File: src/logic/shutdown_consts.vh
/*
  Shared constants of the shutdown sequencer: register offsets, field layout,
  reset values and timing figures.
  Assumes a 200 MHz sequencer clock; counts derive from the times given here.
*/
`ifndef SHUTDOWN_CONSTS_VH
`define SHUTDOWN_CONSTS_VH

// Clock rate in MHz, used to turn microseconds into cycles
`define CLK_MHZ            200
// Step timebase, microseconds per step
`define TB0_US             30
`define TB1_US             120
`define TB2_US             250
`define TB3_US             500
// Group gap, microseconds
`define GAP0_US            120
`define GAP1_US            250
`define GAP2_US            500
`define GAP3_US            1000
// Host reset lead delay, microseconds (code 0 means none)
`define LEAD1_US           10
`define LEAD2_US           100
`define LEAD3_US           500
// Post-shutdown holdoff, tenths of a millisecond (code 0 means none)
`define HOLD1_TMS          15
`define HOLD2_TMS          50
`define HOLD3_TMS          100
// Register offsets
`define REG_CTRL           8'h00
`define REG_STATUS         8'h01
`define REG_TIMING         8'h02
`define REG_SLOT_BASE      8'h10
`define REG_GROUP_BASE     8'h20
// Control register fields
`define CTRL_ORDER_BIT     0
`define CTRL_GPO_BIT       1
// Status register fields
`define STAT_DONE_BIT      0
`define STAT_BUSY_BIT      1
`define STAT_HOLD_BIT      2
// Timing register fields
`define TIM_TBASE_LSB      0
`define TIM_LEAD_LSB       2
`define TIM_HOLD_LSB       4
// Reset values
`define HOLD_RESET         2'h0
// Shutdown order codes
`define ORDER_SEQ          1'b0
`define ORDER_GROUP        1'b1
// Unused slot code
`define SLOT_NONE          8'h00

`endif

File: src/logic/power_down_sequencer.v
/*
  Shutdown sequencer: turns regulator enables, a general-purpose power-ok
  output and the host reset output off in slot order or by groups, then
  masks the power request until a holdoff has passed.
  Assumes fused defaults arrive as steady levels, the regulator count and
  the output order are set by parameters: outputs 0..N-1 are regulators,
  output N is the power-ok pin, output N+1 is the host reset.
*/
`timescale 1ns/1ps
`default_nettype none
`include "shutdown_consts.vh"

module power_down_sequencer #(
  parameter N_REG    = 7,
  parameter HOLD3_CY = `HOLD3_TMS * `CLK_MHZ * 100,
  parameter HOLD2_CY = `HOLD2_TMS * `CLK_MHZ * 100,
  parameter HOLD1_CY = `HOLD1_TMS * `CLK_MHZ * 100
) (
  input  wire                 ref_clk,
  input  wire                 rst,
  input  wire [7:0]           reg_addr,
  input  wire [7:0]           reg_wdata,
  input  wire                 reg_wr,
  input  wire                 reg_rd,
  output reg  [7:0]           reg_rdata,
  input  wire                 shutdown_req,
  input  wire                 standby_req,
  input  wire [N_REG-1:0]     standby_keep,
  input  wire                 off_mode,
  input  wire                 hard_watchdog_reset,
  input  wire                 power_request_pin,
  input  wire [1:0]           fused_step_timebase,
  input  wire [8*(N_REG+2)-1:0] fused_slot_codes,
  input  wire [2*(N_REG+2)-1:0] fused_groups,
  input  wire [1:0]           fused_lead_delay,
  input  wire [1:0]           post_shutdown_holdoff,
  input  wire                 fused_shutdown_order,
  output wire [N_REG-1:0]     reg_enable,
  output wire                 power_ok_pin,
  output wire                 host_reset_out,
  output reg                  power_request_ok,
  output reg                  standby_entry_done_flag
);

  localparam NO = N_REG + 2;
  localparam PG = N_REG;
  localparam HR = N_REG + 1;
  localparam [31:0] ST0 = `TB0_US * `CLK_MHZ;
  localparam [31:0] ST1 = `TB1_US * `CLK_MHZ;
  localparam [31:0] ST2 = `TB2_US * `CLK_MHZ;
  localparam [31:0] ST3 = `TB3_US * `CLK_MHZ;
  localparam [31:0] GP0 = `GAP0_US * `CLK_MHZ;
  localparam [31:0] GP1 = `GAP1_US * `CLK_MHZ;
  localparam [31:0] GP2 = `GAP2_US * `CLK_MHZ;
  localparam [31:0] GP3 = `GAP3_US * `CLK_MHZ;
  localparam [31:0] LD1 = `LEAD1_US * `CLK_MHZ;
  localparam [31:0] LD2 = `LEAD2_US * `CLK_MHZ;
  localparam [31:0] LD3 = `LEAD3_US * `CLK_MHZ;

  localparam S_IDLE = 3'h0;
  localparam S_SEQ  = 3'h1;
  localparam S_GRP  = 3'h2;
  localparam S_LEAD = 3'h3;
  localparam S_GAP  = 3'h4;
  localparam S_HOLD = 3'h5;

  // Step timebase in cycles
  function [31:0] tb_cycles;
    input [1:0] code;
    begin
      case (code)
        2'h0:    tb_cycles = ST0;
        2'h1:    tb_cycles = ST1;
        2'h2:    tb_cycles = ST2;
        default: tb_cycles = ST3;
      endcase
    end
  endfunction

  // Group gap in cycles
  function [31:0] gap_cycles;
    input [1:0] code;
    begin
      case (code)
        2'h0:    gap_cycles = GP0;
        2'h1:    gap_cycles = GP1;
        2'h2:    gap_cycles = GP2;
        default: gap_cycles = GP3;
      endcase
    end
  endfunction

  // Host reset lead delay in cycles, zero for none
  function [31:0] lead_cycles;
    input [1:0] code;
    begin
      case (code)
        2'h0:    lead_cycles = 32'h0;
        2'h1:    lead_cycles = LD1;
        2'h2:    lead_cycles = LD2;
        default: lead_cycles = LD3;
      endcase
    end
  endfunction

  // Holdoff in cycles, zero for none
  function [31:0] hold_cycles;
    input [1:0] code;
    begin
      case (code)
        2'h0:    hold_cycles = 32'h0;
        2'h1:    hold_cycles = HOLD1_CY;
        2'h2:    hold_cycles = HOLD2_CY;
        default: hold_cycles = HOLD3_CY;
      endcase
    end
  endfunction

  // Working configuration
  reg [1:0]    step_timebase_r;
  reg [1:0]    lead_r;
  reg [1:0]    hold_r;
  reg          shutdown_order_select_r;
  reg          gpo_mode_r;
  reg [7:0]    slot_code_r [0:NO-1];
  reg [1:0]    shutdown_group_r [0:NO-1];
  reg [1:0]    gap_r [0:3];
  // Sequencer state
  reg [2:0]    state_r;
  reg [31:0]   cnt_r;
  reg [7:0]    cur_slot_r;
  reg [1:0]    cur_grp_r;
  reg [NO-1:0] on_r;
  reg          is_standby_r;
  reg [2:0]    pin_sync_r;
  reg          pin_level_r;

  assign reg_enable     = on_r[N_REG-1:0];
  assign power_ok_pin   = on_r[PG] & gpo_mode_r;
  assign host_reset_out = ~on_r[HR];

  // Per-output match terms for the current slot and group
  wire [NO-1:0] target;
  wire [NO-1:0] slot_hit;
  wire [NO-1:0] zero_hit;
  wire [NO-1:0] grp_hit;
  wire [NO-1:0] above;
  genvar gi;
  generate
    for (gi = 0; gi < NO; gi = gi + 1) begin : g_out
      if (gi < N_REG) begin : g_reg
        assign target[gi] = ~(is_standby_r & standby_keep[gi]);
      end else if (gi == PG) begin : g_pg
        assign target[gi] = gpo_mode_r & ~is_standby_r;
      end else begin : g_hr
        assign target[gi] = ~is_standby_r;
      end
      assign zero_hit[gi] = slot_code_r[gi] == `SLOT_NONE;
      assign slot_hit[gi] = slot_code_r[gi] == cur_slot_r;
      assign grp_hit[gi]  = shutdown_group_r[gi] == cur_grp_r;
      assign above[gi]    = slot_code_r[gi] < cur_slot_r;
    end
  endgenerate

  // Still-on outputs that the shutdown takes down
  wire [NO-1:0] pend     = on_r & target;
  wire          any_pend = |pend;
  wire          grp_hr   = pend[HR] & grp_hit[HR];
  wire [NO-1:0] grp_off  = pend & grp_hit;

  // Highest slot still pending below the current one
  reg [7:0] next_slot;
  integer   k;
  always @* begin
    next_slot = 8'h00;
    for (k = 0; k < NO; k = k + 1) begin
      if (pend[k] && above[k] && slot_code_r[k] > next_slot) begin
        next_slot = slot_code_r[k];
      end
    end
  end

  // Lowest-hierarchy group still holding a pending output
  reg [1:0] next_grp;
  reg       next_grp_ok;
  integer   j;
  always @* begin
    next_grp    = 2'h0;
    next_grp_ok = 1'b0;
    for (j = NO - 1; j >= 0; j = j - 1) begin
      if (pend[j] && (!next_grp_ok || shutdown_group_r[j] < next_grp)) begin
        next_grp    = shutdown_group_r[j];
        next_grp_ok = 1'b1;
      end
    end
  end

  // Power request pin: three-stage synchroniser, accepted on agreement
  always @(posedge ref_clk or posedge rst) begin
    if (rst) begin
      pin_sync_r  <= 3'h0;
      pin_level_r <= 1'b0;
    end else begin
      pin_sync_r <= {pin_sync_r[1:0], power_request_pin};
      if (pin_sync_r[1] == pin_sync_r[2]) begin
        pin_level_r <= pin_sync_r[2];
      end
    end
  end

  // Mask the request pin while busy or holding off
  always @(posedge ref_clk or posedge rst) begin
    if (rst) begin
      power_request_ok <= 1'b0;
    end else begin
      power_request_ok <= pin_level_r & (state_r == S_IDLE);
    end
  end

  // Configuration: host writes, fused reload in off mode
  integer i;
  always @(posedge ref_clk or posedge rst) begin
    if (rst) begin
      step_timebase_r         <= 2'h0;
      lead_r                  <= 2'h0;
      hold_r                  <= `HOLD_RESET;
      shutdown_order_select_r <= `ORDER_SEQ;
      gpo_mode_r              <= 1'b0;
      for (i = 0; i < NO; i = i + 1) begin
        slot_code_r[i]      <= 8'h00;
        shutdown_group_r[i] <= 2'h0;
      end
      for (i = 0; i < 4; i = i + 1) begin
        gap_r[i] <= 2'h0;
      end
    end else if (off_mode) begin
      step_timebase_r         <= fused_step_timebase;
      lead_r                  <= fused_lead_delay;
      hold_r                  <= post_shutdown_holdoff;
      shutdown_order_select_r <= fused_shutdown_order;
      for (i = 0; i < NO; i = i + 1) begin
        slot_code_r[i]      <= fused_slot_codes[8*i +: 8];
        shutdown_group_r[i] <= fused_groups[2*i +: 2];
      end
    end else if (reg_wr) begin
      if (reg_addr == `REG_CTRL) begin
        shutdown_order_select_r <= reg_wdata[`CTRL_ORDER_BIT];
        gpo_mode_r              <= reg_wdata[`CTRL_GPO_BIT];
      end
      if (reg_addr == `REG_TIMING) begin
        step_timebase_r <= reg_wdata[`TIM_TBASE_LSB +: 2];
        lead_r          <= reg_wdata[`TIM_LEAD_LSB +: 2];
      end
      for (i = 0; i < NO; i = i + 1) begin
        if (reg_addr == `REG_SLOT_BASE + i[7:0]) begin
          slot_code_r[i] <= reg_wdata;
        end
        if (reg_addr == `REG_GROUP_BASE + i[7:0]) begin
          shutdown_group_r[i] <= reg_wdata[1:0];
        end
      end
      for (i = 0; i < 4; i = i + 1) begin
        if (reg_addr == `REG_GROUP_BASE + NO[7:0] + i[7:0]) begin
          gap_r[i] <= reg_wdata[1:0];
        end
      end
    end
  end

  // Sequencer state machine
  integer m;
  always @(posedge ref_clk or posedge rst) begin
    if (rst) begin
      state_r                 <= S_IDLE;
      cnt_r                   <= 32'h0;
      cur_slot_r              <= 8'h00;
      cur_grp_r               <= 2'h0;
      on_r                    <= {NO{1'b0}};
      is_standby_r            <= 1'b0;
      standby_entry_done_flag <= 1'b0;
    end else begin
      // Flag clears on a status read; a new set wins
      if (reg_rd && reg_addr == `REG_STATUS) begin
        standby_entry_done_flag <= 1'b0;
      end
      case (state_r)
        S_IDLE: begin
          if (off_mode) begin
            on_r <= {NO{1'b1}};
          end
          if (hard_watchdog_reset || shutdown_req) begin
            is_standby_r <= 1'b0;
            cur_slot_r   <= 8'hFF;
            state_r      <= shutdown_order_select_r ? S_GRP : S_SEQ;
            for (m = 0; m < NO; m = m + 1) begin
              if (zero_hit[m] && !shutdown_order_select_r) begin
                on_r[m] <= 1'b0;
              end
            end
          end else if (standby_req) begin
            is_standby_r <= 1'b1;
            cur_slot_r   <= 8'hFF;
            if (~|(on_r[N_REG-1:0] & ~standby_keep)) begin
              standby_entry_done_flag <= 1'b1;
            end else begin
              state_r <= shutdown_order_select_r ? S_GRP : S_SEQ;
            end
          end
        end
        S_SEQ: begin
          // Drop outputs on current slot, then step to the next lower pending slot
          if (cnt_r != 32'h0) begin
            cnt_r <= cnt_r - 32'h1;
          end else begin
            for (m = 0; m < NO; m = m + 1) begin
              if (pend[m] && (slot_hit[m] || zero_hit[m])) begin
                on_r[m] <= 1'b0;
              end
            end
            if (next_slot == 8'h00) begin
              state_r <= S_HOLD;
              cnt_r   <= is_standby_r ? 32'h0 : hold_cycles(hold_r);
            end else begin
              cur_slot_r <= next_slot;
              cnt_r      <= tb_cycles(step_timebase_r) - 32'h1;
            end
          end
        end
        S_GRP: begin
          if (!any_pend) begin
            state_r <= S_HOLD;
            cnt_r   <= is_standby_r ? 32'h0 : hold_cycles(hold_r);
          end else begin
            cur_grp_r <= next_grp;
            state_r   <= S_LEAD;
            cnt_r     <= 32'h0;
          end
        end
        S_LEAD: begin
          // Host reset first, then the rest of its group; no lead drops all at once
          if (grp_hr && lead_cycles(lead_r) != 32'h0) begin
            on_r[HR] <= 1'b0;
            cnt_r    <= lead_cycles(lead_r);
          end else if (cnt_r != 32'h0) begin
            cnt_r <= cnt_r - 32'h1;
          end else begin
            on_r    <= on_r & ~grp_off;
            state_r <= S_GAP;
            cnt_r   <= gap_cycles(gap_r[cur_grp_r]) - 32'h1;
          end
        end
        S_GAP: begin
          if (cnt_r != 32'h0) begin
            cnt_r <= cnt_r - 32'h1;
          end else begin
            state_r <= S_GRP;
          end
        end
        S_HOLD: begin
          if (cnt_r != 32'h0) begin
            cnt_r <= cnt_r - 32'h1;
          end else begin
            state_r <= S_IDLE;
            if (is_standby_r) begin
              standby_entry_done_flag <= 1'b1;
            end
          end
        end
        default: begin
          state_r <= S_IDLE;
        end
      endcase
    end
  end

  // Register read mux, data in the cycle after the strobe
  integer r;
  always @(posedge ref_clk or posedge rst) begin
    if (rst) begin
      reg_rdata <= 8'h00;
    end else if (reg_rd) begin
      reg_rdata <= 8'h00;
      if (reg_addr == `REG_CTRL) begin
        reg_rdata <= {6'h00, gpo_mode_r, shutdown_order_select_r};
      end
      if (reg_addr == `REG_STATUS) begin
        reg_rdata <= {5'h00, state_r == S_HOLD, state_r != S_IDLE,
                      standby_entry_done_flag};
      end
      if (reg_addr == `REG_TIMING) begin
        reg_rdata <= {2'h0, hold_r, lead_r, step_timebase_r};
      end
      for (r = 0; r < NO; r = r + 1) begin
        if (reg_addr == `REG_SLOT_BASE + r[7:0]) begin
          reg_rdata <= slot_code_r[r];
        end
        if (reg_addr == `REG_GROUP_BASE + r[7:0]) begin
          reg_rdata <= {6'h00, shutdown_group_r[r]};
        end
      end
      for (r = 0; r < 4; r = r + 1) begin
        if (reg_addr == `REG_GROUP_BASE + NO[7:0] + r[7:0]) begin
          reg_rdata <= {6'h00, gap_r[r]};
        end
      end
    end
  end

endmodule

`default_nettype wire

File: config.mk
export PLATFORM = sky130hd
export DESIGN_NAME = power_down_sequencer
export DESIGN_NICKNAME = d
export VERILOG_FILES = /design/src/logic/power_down_sequencer.v
export VERILOG_INCLUDE_DIRS = /design/src /design/src/logic
export SDC_FILE = /design/constraint.sdc
export NUM_CORES = 1
export LEC_CHECK = 0
export BUFFER_PORTS_ARGS = -buffer_cell sky130_fd_sc_hd__buf_2
export CORE_ASPECT_RATIO = 1.4
export CORE_MARGIN = 8
export CORE_UTILIZATION = 62
export DETAILED_ROUTE_END_ITERATION = 8
export PLACE_DENSITY = 0.83
export SETUP_SLACK_MARGIN = 0.4
export SLEW_MARGIN = 40
export SYNTH_ARGS = -nofsm -noshare
export SYNTH_HDL_FRONTEND = slang
export SYNTH_SLANG_ARGS = --single-unit
File: constraint.sdc
create_clock -name ref_clk -period 22.7 [get_ports ref_clk]
set_input_delay 5.675 -clock ref_clk [delete_from_list [all_inputs] [get_ports ref_clk]]
set_output_delay 5.675 -clock ref_clk [all_outputs]
set_load 0.02 [all_outputs]
==> flow_summary.toml <==
[flow_run]
max_cap_viol_count = 0

[cts]
numClockSinks = 175
clkTransAtPathRegs_ns = 0.07
cts_hold_buf = 0
cts_tree = "yes"
cts_buffers = 17
cts_max_level = 4
clock_path_buffers = 2
clock_latency_ns = 0.47
cts_root_buf = "clkbuf_16"

[synthesis]
avgSynthCellArea_um2 = 7.92
ys_ff_latch = 175
synth_cell_types = 87
yosys_warnings = 0
synth_top_area_frac = 0.268
yosysMostFrequentCell = "nand2_1"
netlist_instances = 2062
yosysSeqAreaShare = 0.268
ys.flop_type = "dfrtp_1"
ys_top_cells_by_count = "nand2_1 (278), o21ai_0 (222), dfrtp_1 (175)"
synth_nets = 2345
synth_area_mm2 = 0.0163
synth_area_leaders = "dfrtp_1 (27%), ha_1 (12%), mux2i_1 (7.5%)"
synth_largest_area_cell = "dfrtp_1"
synth_edf_count = 0
async_reset_ff_frac = 1.00

[power_and_ir_drop]
p_leak_nw = 8.68
pwr_density_cell_mw_per_mm2 = 51.0
ir_drop_uv = 56.0

[timing]
maxSlewViolCount = 0
fin_crit_ns = 22.28
clock-skew-final_ns = 0.0165
hold_ws_ns = 0.351
finalHoldViolCount = 0
maxSlewHeadroom = 0.387
tightestPinTransition_ns = 0.896
setup_viol_count_final = 0
fin_crit_sh = 0.981
max_freq_mhz = 44.9
finalWorstSetupSlack_ns = 0.423
setup_tns_ns = 0

[floorplan]
die_x_um = 153
core_area_mm2 = 0.0260
core.rowCount = 70
start_util = 0.628
die_h_um = 208
io_pins = 148
die_area_mm2 = 0.0319

[outcome]
status = "finished, final reports clean"

[grt]
antenna_found_initial = 1
gr-total-overflow = 0
grt_pass1_vias = 17500
grt_usage = 0.410
grt_max_degree = 107
grt_pass1_wl_um = 100000

[worst_setup_path]
reg2reg_depth = 87
rrSetupSlack_ns = 4.20
cp_data_required_time_ns = 23.08
start_kind = "input pin"
slowest_stage = "nor4_4"
path_class = "input pin to flop"
r2r-end = "cnt_r[15]$_DFFE_PP0P_"
reg2reg_from = "cur_slot_r[1]$_DFFE_PP0P_"
crit_path_end_kind = "flop"
path_max_fanout = 10
critPathArrivalTime_ns = 22.66
slowest_delay_ns = 0.47
crit_path_frequent_cell = "nand2_1"

[detailed_routing]
ant_nets = 0
wl_per_cell_um = 26.9
vias = 18000
drt_wl_total_um = 68100
dr.pass1.iters = 8
vias_per_cell = 7.11
initialDrtViolationCount = 2222
drc_errors = 0

[final_layout]
utilization = 0.709
nets = 2474
syn_to_final_growth_pct = 13.0
drive_gt1_frac = 0.157
fin_cells = 2529

[placed_design]
dp.cells = 2468
dpl_worst_slack_ns = -0.776
io_buffers = 147
dp_hpwl_um = 49300
place.gp.congestion = 1.09

[hold_path]
min-delay-path-class = "flop to flop"
min_delay_path_depth = 0
worstHoldEndpoint = "pin_sync_r[1]$_DFF_PP0_"
worstHoldStart = "pin_sync_r[0]$_DFF_PP0_"
power breakdown:
| group | internal, mW | total (mW) | switching [mW] |
|---|---|---|---|
| Combinational | 0.0949 | 0.232 | 0.137 |
| Sequential | 0.341 | 0.405 | 0.0644 |
| Clock | 0.148 | 0.305 | 0.157 |
cells by family after synthesis:
group / count (synthesis) / share of synthesized area
AND/OR/NAND/NOR: 723 / 0.209
AO/OA/AOI/OAI: 607 / 0.233
buffers and inverters: 210 / 0.0514
flip-flops: 175 / 0.268
adder cells (fa/ha/maj): 156 / 0.119
multiplexers: 149 / 0.0968
XOR/XNOR: 42 / 0.0225
worst max-delay path, delay by kind of cell:
kind	cells	cell delay [ns]
compound gates	31	6.15
buf+inv	10	1.61
simple gates	33	5.76
mux	3	0.92
fa+ha+maj	8	2.51
placed cells by master, fill, tap and decap left out, types with 52 or more instances in the layout:
master / synthesis / layout
buf_4: 9 / 54
nand2_1: 278 / 276
o21ai_0: 222 / 213
dfrtp_1: 175 / 175
ha_1: 154 / 154
nand3_1: 52 / 52
buf_2: 2 / 149
inv_1: 105 / 104
mux2i_1: 123 / 115
a21oi_1: 133 / 120
nor2_1: 151 / 146
sequential cells by signal (all words and copies together), names as in the netlist, 3 cells and up:
name / flops
cur_slot_r: 8
reg_rdata: 8
shutdown_group_r: 18
on_r: 9
cnt_r: 32
gap_r: 8
pin_sync_r: 3
state_r: 3
slot_code_r: 72
timing repair:
| action | in CTS | in global routing |
|---|---|---|
| endpoints found under the setup margin | 37 | 37 |
| buffers inserted | 2 | 18 |
| pin swaps | 2 | 12 |
| resized for setup | 12 | 58 |
| gates cloned | 0 | 8 |
final cells by class:
cell class              instances  area [um2]
inverters                     107         407
fillers                      2105        7560
clock buffers                  17         425
repair buffers                211        1230
flip-flops and latches        175        4380
well taps                     324         405
diodes                          1        2.50
clock inverters                15         176
multi-input cells            1679       11400
worst max-delay path by stage:
stage	start	endpoint	slack [ns]	cells after the start
after floorplan	standby_keep[0]	cnt_r[5]$_DFFE_PP0P_	0.48	86
after global placement	standby_keep[0]	cur_slot_r[0]$_DFFE_PP0P_	-0.31	79
after detailed placement	standby_keep[0]	cur_slot_r[0]$_DFFE_PP0P_	-0.78	78
after CTS	standby_keep[0]	cur_slot_r[0]$_DFFE_PP0P_	0.40	82
after global routing	standby_keep[0]	cnt_r[16]$_DFFE_PP0P_	-0.25	85
final	standby_keep[0]	cnt_r[15]$_DFFE_PP0P_	0.42	85
per-layer routing:
layer | track usage | part of all wire
met5 | 0 | 0
met3 | 0.102 | 0.11
met2 | 0.673 | 0.46
met4 | 0.365 | 0.11
met1 | 0.431 | 0.33
through the flow:
step                area [um2]  power (mW)
floorplan                16300       0.529
global placement         17300       0.604
detailed placement       17400       0.613
CTS                      18000       0.914
global route             18400       0.975
finish                   18500       0.942
Power figures use the tool's default switching activity.
